==> config.mk <==
export PLATFORM = sky130hd
export DESIGN_NAME = clock_sources
export DESIGN_NICKNAME = d
export VERILOG_FILES = /design/src/design/clock_sources_pkg.sv /design/src/design/clk_divider.sv /design/src/design/clock_sources.sv
export VERILOG_INCLUDE_DIRS = /design/src /design/src/design
export SDC_FILE = /design/constraint.sdc
export NUM_CORES = 2
export LEC_CHECK = 0
export BUFFER_PORTS_ARGS = -buffer_cell sky130_fd_sc_hd__buf_4
export CAP_MARGIN = 10
export CORE_MARGIN = 2
export CORE_UTILIZATION = 40
export DETAILED_ROUTE_END_ITERATION = 7
export GPL_TIMING_DRIVEN = 0
export PLACE_DENSITY = 0.62
export SLEW_MARGIN = 15
export SYNTH_ARGS = -nofsm -noshare
export SYNTH_HDL_FRONTEND = slang
export SYNTH_SLANG_ARGS = --single-unit
==> constraint.sdc <==
create_clock -name aclk -period 3.9 [get_ports aclk]
set_input_delay 0.78 -clock aclk [delete_from_list [all_inputs] [get_ports aclk]]
set_output_delay 0.78 -clock aclk [all_outputs]
set_load 0.05 [all_outputs]
==> src/design/clock_sources_regs.svh <==
`ifndef CLOCK_SOURCES_REGS_SVH
`define CLOCK_SOURCES_REGS_SVH

// register byte offsets
`define CS_CTC_CTRL_OFS    8'h00
`define CS_CTC_COUNT_OFS   8'h04
`define CS_FTW_CTRL_OFS    8'h08
`define CS_PLL_CTRL_OFS    8'h0c
`define CS_DBL_CTRL_OFS    8'h10
`define CS_OSC_CTRL_OFS    8'h14
`define CS_DIV_BASE_OFS    8'h40
`define CS_DIV_COUNT       13

// ctc_ctrl fields
`define CS_CTC_WAKE_EN_BIT 0
`define CS_CTC_IRQ_EN_BIT  1
`define CS_CTC_SEL_LSB     4
`define CS_CTC_RESET_BIT   31
// ftw_ctrl fields
`define CS_FTW_TC_LSB      0
`define CS_FTW_EN_BIT      8
`define CS_FTW_IRQ_EN_BIT  9
`define CS_FTW_CNT_LSB     16
// pll_ctrl fields
`define CS_PLL_EN_BIT      0
`define CS_PLL_REF_LSB     1
`define CS_PLL_P_LSB       8
`define CS_PLL_Q_LSB       16
`define CS_PLL_LOCK_BIT    31
`define CS_PLL_P_MIN       8'h04
// dbl_ctrl fields
`define CS_DBL_EN_BIT      0
`define CS_DBL_SRC_LSB     1
`define CS_DBL_READY_BIT   31
// osc_ctrl fields
`define CS_OSC_RANGE_LSB   0
`define CS_OSC_USB_BIT     3
`define CS_OSC_SYS_LSB     4
`define CS_MAIN_RANGE_MAX  3'h5
// div_cfg fields
`define CS_DIV_VAL_LSB     0
`define CS_DIV_SRC_LSB     16
`define CS_DIV_EN_BIT      31

// reset values
`define CS_CTC_CTRL_RST    32'h0000_00a0
`define CS_FTW_TC_RST      5'h1f
`define CS_PLL_P_RST       8'h08
`define CS_PLL_Q_RST       4'h0
`define CS_DIV_VAL_RST     16'h0002

// timing
`define CS_CLK_NS          10
`define CS_FLP_HALF_NS     5000
`define CS_FLP_HALF_CYC    (`CS_FLP_HALF_NS / `CS_CLK_NS)
`define CS_THIRD_HALVES    3
`define CS_SLOW_HALVES     100
`define CS_PLL_LOCK_US     250
`define CS_PLL_LOCK_CYC    (`CS_PLL_LOCK_US * 1000 / `CS_CLK_NS)
`define CS_DBL_START_US    1
`define CS_DBL_START_CYC   (`CS_DBL_START_US * 1000 / `CS_CLK_NS)
`define CS_RTC_EDGES       32768

`endif

==> src/design/clock_sources_pkg.sv <==
package clock_sources_pkg;
	typedef enum logic [2:0] {
		SYS_MAIN  = 3'h0,
		SYS_PLL   = 3'h1,
		SYS_XTAL  = 3'h2,
		SYS_ROUTE = 3'h3,
		SYS_FLP   = 3'h4
	} sys_src_t;

	typedef enum logic [1:0] {
		REF_MAIN  = 2'h0,
		REF_XTAL  = 2'h1,
		REF_ROUTE = 2'h2
	} ref_src_t;

	typedef enum logic [2:0] {
		LK_OFF     = 3'b001,
		LK_WAIT    = 3'b010,
		LK_LOCKED  = 3'b100
	} lock_state_t;
endpackage

==> src/design/clk_divider.sv <==
`timescale 1ns/1ps
// counts both edges of the chosen source so odd ratios still give 50% duty
module clk_divider (
	// clock and reset
	input  wire logic        aclk,
	input  wire logic        aresetn,
	// configuration
	input  wire logic        enable,
	input  wire logic [2:0]  src_sel,
	input  wire logic [15:0] divide,
	input  wire logic [7:0]  sources,
	// divided clock
	output logic             clk_out_ff
);
	logic        prev_ff;
	logic [2:0]  sel_ff;
	logic [15:0] cnt_ff;
	logic        cur;

	assign cur = sources[src_sel];

	// edge tracking; a source change restarts the count so no runt pulse escapes
	always_ff @(posedge aclk) begin
		if (!aresetn) begin
			prev_ff <= 1'b0;
			sel_ff  <= 3'h0;
		end else begin
			prev_ff <= cur;
			sel_ff  <= src_sel;
		end
	end

	// half-period counter, divide below two is refused and holds the output low
	always_ff @(posedge aclk) begin
		if (!aresetn || !enable || divide < 16'h0002 || sel_ff != src_sel) begin
			cnt_ff     <= 16'h0000;
			clk_out_ff <= 1'b0;
		end else if (cur != prev_ff) begin
			if (cnt_ff == divide - 16'h0001) begin
				cnt_ff     <= 16'h0000;
				clk_out_ff <= ~clk_out_ff;
			end else begin
				cnt_ff <= cnt_ff + 16'h0001;
			end
		end
	end
endmodule

==> src/design/clock_sources.sv <==
// Implementation choices: the AXI4-Lite interface to the registers and the address map.
`timescale 1ns/1ps
`include "clock_sources_regs.svh"
// Summary of operation
// - 13-bit central tick counter advances once per slow tick clock period.
// - central tick counter holds during hibernate and during debug halt.
// - software write forces the central tick counter back to zero.
// - central counter gives periodic wake pulses and optional interrupt.
// - 5-bit fast tick counter advances on the fast low-power clock.
// - fast counter wraps to zero itself at its programmable terminal count.
// - fast counter raises interrupt at each terminal count when enabled.
// - low-speed section produces 1 kHz, 33 kHz and 100 kHz clocks.
// - 33 kHz clock is the 100 kHz clock divided by three.
// - fast low-power clock is selectable as system clock.
// - PLL locks within 250 us; lock is a readable status bit.
// - PLL reference chosen from main oscillator, crystal, or routed clock.
// - lock appears as routable signal, asserted only after lock completes.
// - PLL output 24-80 MHz, dividers give 4032 distinct ratios.
// - doubler makes 48 MHz for USB from a 24 MHz input.
// - doubler input chosen from main oscillator, crystal, or routed clock.
// - main oscillator has six ranges, each with its own stored trim.
// - divided outputs have 50 percent duty cycle.
// - eight digital, four analog, one bus divider, each own source select.
// - main oscillator offers a USB auto-lock mode.
// - watch crystal drives a once-per-second real-time interrupt.
// - each divider: eight-way mux, divide by two or more, resynchronised.
module clock_sources #(
	parameter int PLL_LOCK_CYC = `CS_PLL_LOCK_CYC,
	parameter int RTC_EDGES    = `CS_RTC_EDGES
) (
	// clock and reset
	input  wire logic        aclk,
	input  wire logic        aresetn,
	// axi4-lite write
	input  wire logic [7:0]  awaddr,
	input  wire logic        awvalid,
	output logic             awready,
	input  wire logic [31:0] wdata,
	input  wire logic [3:0]  wstrb,
	input  wire logic        wvalid,
	output logic             wready,
	output logic [1:0]       bresp,
	output logic             bvalid,
	input  wire logic        bready,
	// axi4-lite read
	input  wire logic [7:0]  araddr,
	input  wire logic        arvalid,
	output logic             arready,
	output logic [31:0]      rdata,
	output logic [1:0]       rresp,
	output logic             rvalid,
	input  wire logic        rready,
	// asynchronous pins: power state, debug halt, watch crystal, divider sources
	input  wire logic        hibernate,
	input  wire logic        debug_halt,
	input  wire logic        watch_crystal_osc,
	input  wire logic [7:0]  div_sources,
	// low-speed clocks and timers
	output logic             fast_low_power_clock,
	output logic             third_rate_clock,
	output logic             slow_tick_clock,
	output logic             ctc_wake,
	output logic             ctc_irq,
	output logic             ftw_irq,
	output logic             rtc_irq,
	// oscillator, pll and doubler controls
	output logic [2:0]       osc_range,
	output logic [7:0]       osc_trim,
	output logic             osc_usb_mode,
	output logic [2:0]       sys_clk_sel,
	output logic             pll_enable,
	output logic [1:0]       pll_ref_sel,
	output logic [7:0]       pll_p,
	output logic [3:0]       pll_q,
	output logic             pll_lock,
	output logic             dbl_enable,
	output logic [1:0]       dbl_src_sel,
	output logic             dbl_ready,
	// divided clocks: 0-7 digital, 8-11 analog, 12 bus
	output logic [12:0]      div_clk
);
	localparam int NSYNC = 11;

	generate
		if (PLL_LOCK_CYC < 1 || PLL_LOCK_CYC > 65535 || RTC_EDGES < 2 || RTC_EDGES > 65536) begin
			$error("clock_sources: timing parameter out of range");
		end
	endgenerate

	// input synchronisers: three stages, a change counts when stages two and three agree
	logic [NSYNC-1:0] s1_ff, s2_ff, s3_ff, pin_ff;
	always_ff @(posedge aclk) begin
		if (!aresetn) begin
			s1_ff  <= '0;
			s2_ff  <= '0;
			s3_ff  <= '0;
			pin_ff <= '0;
		end else begin
			s1_ff  <= {div_sources, watch_crystal_osc, debug_halt, hibernate};
			s2_ff  <= s1_ff;
			s3_ff  <= s2_ff;
			pin_ff <= (s2_ff & s3_ff) | (pin_ff & (s2_ff | s3_ff));
		end
	end
	wire logic hib_s   = pin_ff[0];
	wire logic halt_s  = pin_ff[1];
	wire logic watch_s = pin_ff[2];

	// ---------------- axi4-lite slave ----------------
	logic        aw_got_ff, w_got_ff;
	logic [7:0]  wa_ff;
	logic [31:0] wd_ff;
	logic [3:0]  ws_ff;
	logic        wr_fire;
	logic        wr_ok;
	logic [31:0] rd_val;
	logic        rd_ok;

	assign wr_fire = aw_got_ff && w_got_ff && !bvalid;

	// write channels are taken in either order; response only once both are held
	always_ff @(posedge aclk) begin
		if (!aresetn) begin
			aw_got_ff <= 1'b0;
			w_got_ff  <= 1'b0;
			awready   <= 1'b1;
			wready    <= 1'b1;
			bvalid    <= 1'b0;
			bresp     <= 2'h0;
			wa_ff     <= 8'h00;
			wd_ff     <= 32'h0000_0000;
			ws_ff     <= 4'h0;
		end else begin
			if (awvalid && awready) begin
				aw_got_ff <= 1'b1;
				awready   <= 1'b0;
				wa_ff     <= awaddr;
			end
			if (wvalid && wready) begin
				w_got_ff <= 1'b1;
				wready   <= 1'b0;
				wd_ff    <= wdata;
				ws_ff    <= wstrb;
			end
			if (wr_fire) begin
				aw_got_ff <= 1'b0;
				w_got_ff  <= 1'b0;
				bvalid    <= 1'b1;
				bresp     <= wr_ok ? 2'h0 : 2'h2;
			end
			if (bvalid && bready) begin
				bvalid  <= 1'b0;
				awready <= 1'b1;
				wready  <= 1'b1;
			end
		end
	end

	// read answers one cycle after the address is taken
	always_ff @(posedge aclk) begin
		if (!aresetn) begin
			arready <= 1'b1;
			rvalid  <= 1'b0;
			rdata   <= 32'h0000_0000;
			rresp   <= 2'h0;
		end else if (arvalid && arready) begin
			arready <= 1'b0;
			rvalid  <= 1'b1;
			rdata   <= rd_ok ? rd_val : 32'h0000_0000;
			rresp   <= rd_ok ? 2'h0 : 2'h2;
		end else if (rvalid && rready) begin
			rvalid  <= 1'b0;
			arready <= 1'b1;
		end
	end

	function automatic logic [31:0] merge(input logic [31:0] old, input logic [31:0] nw,
		input logic [3:0] strb);
		logic [31:0] res;
		res = old;
		for (int b = 0; b < 4; b++) begin
			if (strb[b]) begin
				res[8*b +: 8] = nw[8*b +: 8];
			end
		end
		return res;
	endfunction

	function automatic logic div_hit(input logic [7:0] a);
		return a[7:6] == 2'h1 && a[1:0] == 2'h0 && a[5:2] < 4'(`CS_DIV_COUNT);
	endfunction

	// ---------------- control registers ----------------
	logic [31:0] ctc_ctrl_ff, ftw_ctrl_ff, pll_ctrl_ff, dbl_ctrl_ff, osc_ctrl_ff;
	logic [31:0] div_cfg_ff [`CS_DIV_COUNT];
	logic [31:0] wv;
	logic [31:0] pll_wv, osc_wv;
	logic        ctc_clear;

	assign wr_ok = div_hit(wa_ff) || wa_ff == `CS_CTC_CTRL_OFS || wa_ff == `CS_FTW_CTRL_OFS
		|| wa_ff == `CS_PLL_CTRL_OFS || wa_ff == `CS_DBL_CTRL_OFS
		|| wa_ff == `CS_OSC_CTRL_OFS || wa_ff == `CS_CTC_COUNT_OFS;
	assign wv        = wd_ff;
	// merged words kept apart so their fields are range checked before they land
	assign pll_wv    = merge(pll_ctrl_ff, wv, ws_ff);
	assign osc_wv    = merge(osc_ctrl_ff, wv, ws_ff);
	assign ctc_clear = wr_fire && wa_ff == `CS_CTC_CTRL_OFS && ws_ff[3]
		&& wv[`CS_CTC_RESET_BIT];

	// configuration writes; illegal pll ratios and oscillator ranges are ignored
	always_ff @(posedge aclk) begin
		if (!aresetn) begin
			ctc_ctrl_ff <= `CS_CTC_CTRL_RST;
			ftw_ctrl_ff <= {23'h0, 4'h0, `CS_FTW_TC_RST};
			pll_ctrl_ff <= {12'h0, `CS_PLL_Q_RST, `CS_PLL_P_RST, 8'h00};
			dbl_ctrl_ff <= 32'h0000_0000;
			osc_ctrl_ff <= 32'h0000_0000;
		end else if (wr_fire) begin
			case (wa_ff)
				`CS_CTC_CTRL_OFS: ctc_ctrl_ff <= merge(ctc_ctrl_ff, wv, ws_ff) & 32'h0000_00f3;
				`CS_FTW_CTRL_OFS: ftw_ctrl_ff <= merge(ftw_ctrl_ff, wv, ws_ff) & 32'h0000_031f;
				`CS_PLL_CTRL_OFS: begin
					if (pll_wv[`CS_PLL_P_LSB +: 8] >= `CS_PLL_P_MIN) begin
						pll_ctrl_ff <= pll_wv & 32'h000f_ff07;
					end
				end
				`CS_DBL_CTRL_OFS: dbl_ctrl_ff <= merge(dbl_ctrl_ff, wv, ws_ff) & 32'h0000_0007;
				`CS_OSC_CTRL_OFS: begin
					if (osc_wv[2:0] <= `CS_MAIN_RANGE_MAX
						&& osc_wv[6:4] <= 3'(clock_sources_pkg::SYS_FLP)) begin
						osc_ctrl_ff <= osc_wv & 32'h0000_007f;
					end
				end
				default: ;
			endcase
		end
	end

	// one config word per divider, each with its own source select
	genvar gi;
	generate
		for (gi = 0; gi < `CS_DIV_COUNT; gi++) begin : g_div
			always_ff @(posedge aclk) begin
				if (!aresetn) begin
					div_cfg_ff[gi] <= {16'h0000, `CS_DIV_VAL_RST};
				end else if (wr_fire && div_hit(wa_ff) && wa_ff[5:2] == 4'(gi)) begin
					div_cfg_ff[gi] <= merge(div_cfg_ff[gi], wv, ws_ff) & 32'h8007_ffff;
				end
			end
			clk_divider u_div (
				.aclk       (aclk),
				.aresetn    (aresetn),
				.enable     (div_cfg_ff[gi][`CS_DIV_EN_BIT]),
				.src_sel    (div_cfg_ff[gi][`CS_DIV_SRC_LSB +: 3]),
				.divide     (div_cfg_ff[gi][`CS_DIV_VAL_LSB +: 16]),
				.sources    (pin_ff[10:3]),
				.clk_out_ff (div_clk[gi])
			);
		end
	endgenerate

	// ---------------- low-speed clocks ----------------
	logic [9:0] flp_cnt_ff;
	logic [1:0] third_cnt_ff;
	logic [6:0] slow_cnt_ff;
	logic       flp_half, fast_tick, slow_tick;

	assign flp_half  = flp_cnt_ff == 10'(`CS_FLP_HALF_CYC - 1);
	assign fast_tick = flp_half && !fast_low_power_clock;
	assign slow_tick = flp_half && slow_cnt_ff == 7'(`CS_SLOW_HALVES - 1) && !slow_tick_clock;

	// all three clocks toggle on 100 kHz half periods, so the dividers stay at 50% duty
	always_ff @(posedge aclk) begin
		if (!aresetn) begin
			flp_cnt_ff           <= 10'h000;
			third_cnt_ff         <= 2'h0;
			slow_cnt_ff          <= 7'h00;
			fast_low_power_clock <= 1'b0;
			third_rate_clock     <= 1'b0;
			slow_tick_clock      <= 1'b0;
		end else begin
			flp_cnt_ff <= flp_half ? 10'h000 : flp_cnt_ff + 10'h001;
			if (flp_half) begin
				fast_low_power_clock <= ~fast_low_power_clock;
				if (third_cnt_ff == 2'(`CS_THIRD_HALVES - 1)) begin
					third_cnt_ff     <= 2'h0;
					third_rate_clock <= ~third_rate_clock;
				end else begin
					third_cnt_ff <= third_cnt_ff + 2'h1;
				end
				if (slow_cnt_ff == 7'(`CS_SLOW_HALVES - 1)) begin
					slow_cnt_ff     <= 7'h00;
					slow_tick_clock <= ~slow_tick_clock;
				end else begin
					slow_cnt_ff <= slow_cnt_ff + 7'h01;
				end
			end
		end
	end

	// ---------------- central tick counter ----------------
	logic [12:0] ctc_cnt_ff, nxt_ctc;
	logic [12:0] ctc_mask;

	assign nxt_ctc  = ctc_cnt_ff + 13'h0001;
	assign ctc_mask = 13'((14'h0001 << ctc_ctrl_ff[`CS_CTC_SEL_LSB +: 4]) - 14'h0001);

	// wake pulses every 2^sel ticks, every 2^13 for sel 13 to 15; reset wins over a tick in the same cycle
	always_ff @(posedge aclk) begin
		if (!aresetn) begin
			ctc_cnt_ff <= 13'h0000;
			ctc_wake   <= 1'b0;
			ctc_irq    <= 1'b0;
		end else begin
			ctc_wake <= 1'b0;
			ctc_irq  <= 1'b0;
			if (ctc_clear) begin
				ctc_cnt_ff <= 13'h0000;
			end else if (slow_tick && !hib_s && !halt_s) begin
				ctc_cnt_ff <= nxt_ctc;
				if ((nxt_ctc & ctc_mask) == 13'h0000 && ctc_ctrl_ff[`CS_CTC_WAKE_EN_BIT]) begin
					ctc_wake <= 1'b1;
					ctc_irq  <= ctc_ctrl_ff[`CS_CTC_IRQ_EN_BIT];
				end
			end
		end
	end

	// ---------------- fast tick counter ----------------
	logic [4:0] ftw_cnt_ff;
	always_ff @(posedge aclk) begin
		if (!aresetn) begin
			ftw_cnt_ff <= 5'h00;
			ftw_irq    <= 1'b0;
		end else begin
			ftw_irq <= 1'b0;
			if (!ftw_ctrl_ff[`CS_FTW_EN_BIT]) begin
				ftw_cnt_ff <= 5'h00;
			end else if (fast_tick) begin
				if (ftw_cnt_ff == ftw_ctrl_ff[`CS_FTW_TC_LSB +: 5]) begin
					ftw_cnt_ff <= 5'h00;
					ftw_irq    <= ftw_ctrl_ff[`CS_FTW_IRQ_EN_BIT];
				end else begin
					ftw_cnt_ff <= ftw_cnt_ff + 5'h01;
				end
			end
		end
	end

	// ---------------- watch crystal second pulse ----------------
	logic [15:0] rtc_cnt_ff;
	logic        watch_prev_ff;
	always_ff @(posedge aclk) begin
		if (!aresetn) begin
			rtc_cnt_ff    <= 16'h0000;
			watch_prev_ff <= 1'b0;
			rtc_irq       <= 1'b0;
		end else begin
			watch_prev_ff <= watch_s;
			rtc_irq       <= 1'b0;
			if (watch_s && !watch_prev_ff) begin
				if (rtc_cnt_ff == 16'(RTC_EDGES - 1)) begin
					rtc_cnt_ff <= 16'h0000;
					rtc_irq    <= 1'b1;
				end else begin
					rtc_cnt_ff <= rtc_cnt_ff + 16'h0001;
				end
			end
		end
	end

	// ---------------- pll lock tracking ----------------
	clock_sources_pkg::lock_state_t lk_ff;
	logic [15:0] lk_cnt_ff;
	logic [1:0]  ref_prev_ff;
	logic        pll_on;

	assign pll_on = pll_ctrl_ff[`CS_PLL_EN_BIT] && pll_ctrl_ff[2:1] != 2'h3;

	// a reference change restarts the wait; the lock bit clears two cycles after the new reference is written
	always_ff @(posedge aclk) begin
		if (!aresetn) begin
			lk_ff       <= clock_sources_pkg::LK_OFF;
			lk_cnt_ff   <= 16'h0000;
			ref_prev_ff <= 2'h0;
		end else begin
			ref_prev_ff <= pll_ctrl_ff[`CS_PLL_REF_LSB +: 2];
			if (!pll_on || ref_prev_ff != pll_ctrl_ff[`CS_PLL_REF_LSB +: 2]) begin
				lk_ff     <= clock_sources_pkg::LK_OFF;
				lk_cnt_ff <= 16'h0000;
			end else begin
				case (lk_ff)
					clock_sources_pkg::LK_OFF: begin
						lk_ff     <= clock_sources_pkg::LK_WAIT;
						lk_cnt_ff <= 16'h0000;
					end
					clock_sources_pkg::LK_WAIT: begin
						if (lk_cnt_ff == 16'(PLL_LOCK_CYC - 1)) begin
							lk_ff <= clock_sources_pkg::LK_LOCKED;
						end else begin
							lk_cnt_ff <= lk_cnt_ff + 16'h0001;
						end
					end
					clock_sources_pkg::LK_LOCKED: lk_ff <= clock_sources_pkg::LK_LOCKED;
					default: lk_ff <= clock_sources_pkg::LK_OFF;
				endcase
			end
		end
	end

	// ---------------- doubler startup ----------------
	logic [6:0] dbl_cnt_ff;
	logic [2:0] dbl_prev_ff;
	always_ff @(posedge aclk) begin
		if (!aresetn) begin
			dbl_cnt_ff  <= 7'h00;
			dbl_prev_ff <= 3'h0;
			dbl_ready   <= 1'b0;
		end else begin
			dbl_prev_ff <= dbl_ctrl_ff[2:0];
			if (!dbl_ctrl_ff[`CS_DBL_EN_BIT] || dbl_ctrl_ff[2:1] == 2'h3
				|| dbl_prev_ff != dbl_ctrl_ff[2:0]) begin
				dbl_cnt_ff <= 7'h00;
				dbl_ready  <= 1'b0;
			end else if (dbl_cnt_ff == 7'(`CS_DBL_START_CYC - 1)) begin
				dbl_ready <= 1'b1;
			end else begin
				dbl_cnt_ff <= dbl_cnt_ff + 7'h01;
			end
		end
	end

	// ---------------- registered control outputs ----------------
	function automatic logic [7:0] trim_of(input logic [2:0] r);
		case (r)
			3'h0:    return 8'h40;
			3'h1:    return 8'h48;
			3'h2:    return 8'h50;
			3'h3:    return 8'h58;
			3'h4:    return 8'h60;
			3'h5:    return 8'h68;
			default: return 8'h40;
		endcase
	endfunction

	always_ff @(posedge aclk) begin
		if (!aresetn) begin
			osc_range    <= 3'h0;
			osc_trim     <= 8'h40;
			osc_usb_mode <= 1'b0;
			sys_clk_sel  <= 3'h0;
			pll_enable   <= 1'b0;
			pll_ref_sel  <= 2'h0;
			pll_p        <= `CS_PLL_P_RST;
			pll_q        <= `CS_PLL_Q_RST;
			pll_lock     <= 1'b0;
			dbl_enable   <= 1'b0;
			dbl_src_sel  <= 2'h0;
		end else begin
			osc_range    <= osc_ctrl_ff[`CS_OSC_RANGE_LSB +: 3];
			osc_trim     <= trim_of(osc_ctrl_ff[`CS_OSC_RANGE_LSB +: 3]);
			osc_usb_mode <= osc_ctrl_ff[`CS_OSC_USB_BIT];
			sys_clk_sel  <= osc_ctrl_ff[`CS_OSC_SYS_LSB +: 3];
			pll_enable   <= pll_on;
			pll_ref_sel  <= pll_ctrl_ff[`CS_PLL_REF_LSB +: 2];
			pll_p        <= pll_ctrl_ff[`CS_PLL_P_LSB +: 8];
			pll_q        <= pll_ctrl_ff[`CS_PLL_Q_LSB +: 4];
			pll_lock     <= lk_ff == clock_sources_pkg::LK_LOCKED && pll_on;
			dbl_enable   <= dbl_ctrl_ff[`CS_DBL_EN_BIT];
			dbl_src_sel  <= dbl_ctrl_ff[`CS_DBL_SRC_LSB +: 2];
		end
	end

	// ---------------- read mux ----------------
	always_comb begin
		rd_ok  = 1'b1;
		rd_val = 32'h0000_0000;
		if (div_hit(araddr)) begin
			rd_val = div_cfg_ff[araddr[5:2]];
		end else begin
			case (araddr)
				`CS_CTC_CTRL_OFS:  rd_val = ctc_ctrl_ff;
				`CS_CTC_COUNT_OFS: rd_val = {19'h0, ctc_cnt_ff};
				`CS_FTW_CTRL_OFS:  rd_val = ftw_ctrl_ff | {11'h0, ftw_cnt_ff, 16'h0};
				`CS_PLL_CTRL_OFS:  rd_val = {pll_lock, pll_ctrl_ff[30:0]};
				`CS_DBL_CTRL_OFS:  rd_val = {dbl_ready, dbl_ctrl_ff[30:0]};
				`CS_OSC_CTRL_OFS:  rd_val = osc_ctrl_ff;
				default:           rd_ok  = 1'b0;
			endcase
		end
	end
endmodule

==> impl_metrics.tcl <==
set metrics [dict create \
    status "finished with violations" \
    violations "setup timing" \
    crit_type "input pin to flop" \
    start_util 0.403 \
    drtIter0Drc 3629 \
    crit_path_end_kind "flop" \
    async_flop_share 0 \
    ys_types 96 \
    grt_usage 0.243 \
    cts_buffer_depth 3 \
    ys_ff_latch 796 \
    powerDensity_nw_per_um2 396 \
    regArea_um2 18500 \
    cts_inserted_buffers 90 \
    worstPathMaxFanout 10 \
    rsz0062_at_grt "false" \
    synthFlopType "dfxtp_1" \
    clk_pin_slew_ns 0.06 \
    endpoint "div_cfg_ff[0][12]$_SDFFCE_PN0P_" \
    vias 34765 \
    die_x_um 329 \
    r2r_slack_ns 0.16 \
    relSlewSlack 0.161 \
    ys_warn_count 0 \
    grt_pass1_vias 31994 \
    overflow 0 \
    core_area_um2 105000 \
    synth_top_area_frac 0.253 \
    root_buffer "clkbuf_16" \
    crit_arrival_ns 4.25 \
    crit_top_cell "clkbuf_1" \
    die_y_um 329 \
    maxCapViolCount 0 \
    die-area_um2 109000 \
    drt-total-wl_um 134000 \
    dp_hpwl_um 99800 \
    hold_class "input pin to flop" \
    multi_input_area_um2 22500 \
    timing.rr.end "div_cfg_ff[4][0]$_SDFFCE_PN0P_" \
    port-buffer-count 134 \
    fin_skew_ns 0.0503 \
    synthTopCellsByArea "dfxtp_1, edfxtp_1, xnor2_1, mux4_2, xor2_1" \
    wire_per_inst_um 21.8 \
    antenna_found_initial 10 \
    total_power_mw 19.2 \
    fin_crit_ns 3.94 \
    syn_inst 4445 \
    synth_area_leader_cell "dfxtp_1" \
    startpoint_type "input pin" \
    grt_max_degree 15 \
    clk_latency_ns 0.69 \
    postSynthAreaPerCell_um2 9.53 \
    synthesis.area_um2 42400 \
    crit_required_ns 4.20 \
    ios 166 \
    mostFrequentLayoutCells "dfxtp_1, nor2_1, nand2_1" \
    vias_per_cell 5.64 \
    period_share 1.01 \
    setup.worst_path.start "aresetn" \
    drc 0 \
    antenna_left 0 \
    area_delta_synth_final_pct 14.3 \
    worstMarginPinSlew_ns 1.26 \
    cts_tree "done" \
    timing.final.ws_setup_ns -0.0450 \
    h-tree-depth 3 \
    nets 4796 \
    max_freq_mhz 253 \
    irDropWorstVdd_uv 330 \
    path_cells "buf_4 > clkbuf_1 > clkbuf_1 > clkbuf_1 > clkbuf_1 > nand2_1" \
    grt_first_pass_wirelength_um 201000 \
    place.gp.congestion 0.926 \
    fin_util 0.460 \
    std_cell_rows 119 \
    p_leak_nw 17.2 \
    r2r_cells 9 \
    cts_sinks 796 \
    drive_above_1_share 0.109 \
    crit-reg2reg-launch "bvalid$_SDFFE_PP0P_" \
    yosysSeqAreaShare 0.438 \
    hold_ws_ns 0.286 \
    final_max_slew_viol_count 0 \
    setup_violations 11 \
    fillerInstances 10034 \
    critPathMaxStageDelay_ns 0.80 \
    synth-edff-count 260 \
    crit_slowest_cell "clkbuf_1" \
    final_common_cell "dfxtp_1" \
    firstDrtPassIters 8 \
    hold_viol 0 \
]
## logic make-up (layout without fill, tap and decap cells)
group                    after synthesis  after routing  share of synthesized area
flip-flops                           796            796                      0.438
multiplexers                         212            212                     0.0820
other                                  2             19                   0.000177
XOR/XNOR                             552            552                      0.114
adder cells (fa/ha/maj)               36             36                     0.0106
AND/OR/NAND/NOR                     2061           2061                      0.251
AO/OA/AOI/OAI                        454            454                     0.0711
buffers and inverters                332            640                     0.0335
## registers in the layout, indices dropped and copies added (netlist names), 10 cells and up, named ones only
name	count
div_cfg_ff	260
g_div.u_div.cnt_ff	208
g_div.u_div.sel_ff	39
rdata	22
wd_ff	21
lk_cnt_ff	16
rtc_cnt_ff	16
pll_ctrl_ff	15
ctc_cnt_ff	13
g_div.u_div.clk_out_ff	13
g_div.u_div.prev_ff	13
pin_ff	11
s1_ff	11
s2_ff	11
s3_ff	11
flp_cnt_ff	10
## cells in the mapped netlist (22+ instances only)
master	instances
or3_1	56
xnor2_1	287
ha_1	36
nand2b_1	42
clkbuf_1	194
dfxtp_1	536
nand2_1	404
a31oi_1	22
a21oi_1	136
and3_1	72
o21ai_0	89
nor3_1	111
xor2_1	265
and4_1	24
mux2i_1	90
nand3_1	125
mux4_2	105
nand4_1	112
nor2_1	513
inv_1	75
nor2b_1	47
buf_4	34
edfxtp_1	260
nor4_1	68
and2_1	348
or4_1	35
## where the power goes
part           internal (mW)  total (mW)  switching [mW]
clock                   5.22        8.95            3.73
combinational          0.436        1.27           0.838
sequential              8.71        8.97           0.258
## repair_timing
action	CTS	global route
endpoints found under the setup margin	3	80
pin swaps	0	1
hold buffers	0	0
buffers inserted	0	3
resized for setup	3	12
## per-layer routing
metal	track usage	vias to the layer above	part of all wire
met5	0	-	0.00060
met1	0.338	16769	0.43
met4	0.102	8	0.045
met2	0.369	1515	0.44
met3	0.0457	312	0.089
li1	-	16161	-
## worst min-delay path by stage
stage / startpoint / cells past startpoint / slack [ns] / end
after floorplan: s1_ff[0]$_SDFF_PN0_ / 1 / 0.41 / s2_ff[0]$_SDFF_PN0_
after global placement: s1_ff[0]$_SDFF_PN0_ / 1 / 0.42 / s2_ff[0]$_SDFF_PN0_
after detailed placement: s1_ff[0]$_SDFF_PN0_ / 1 / 0.42 / s2_ff[0]$_SDFF_PN0_
after CTS: wvalid / 2 / 0.25 / wready$_SDFFE_PP1P_
after global routing: wvalid / 2 / 0.27 / wready$_SDFFE_PP1P_
final: wvalid / 2 / 0.29 / wready$_SDFFE_PP1P_
## stage by stage
stage | std cells | worst slack, ns | setup TNS (ns) | cell area, µm²
final | 6161 | -0.0450 | -0.311 | 48400
after global routing | 6159 | 0.0153 | 0 | 48400
after CTS | 6156 | 0.0577 | 0 | 48300
after detailed placement | 5986 | -0.731 | -89.45 | 45200
after global placement | 5985 | -0.687 | -85.50 | 45200
after floorplan | 4460 | 0.663 | 0 | 42400
## layout make-up
| class | instances | area share |
|---|---|---|
| buffer | 256 | 0.0237 |
| timing repair buffer | 138 | 0.0214 |
| inverter | 76 | 0.00589 |
| clock buffer | 115 | 0.0497 |
| sequential | 796 | 0.383 |
| clock inverter | 55 | 0.0147 |
| multi-input combinational | 3332 | 0.466 |
| antenna | 2 | 0.000103 |
| tap | 1391 | 0.0360 |
## worst max-delay path: cells and delay by family
| kind | cells | cell delay, ns |
|---|---|---|
| buffers and inverters | 5 | 2.94 |
| and+or+nand+nor | 1 | 0.50 |
Note: power is estimated with default switching activity, not from simulation.
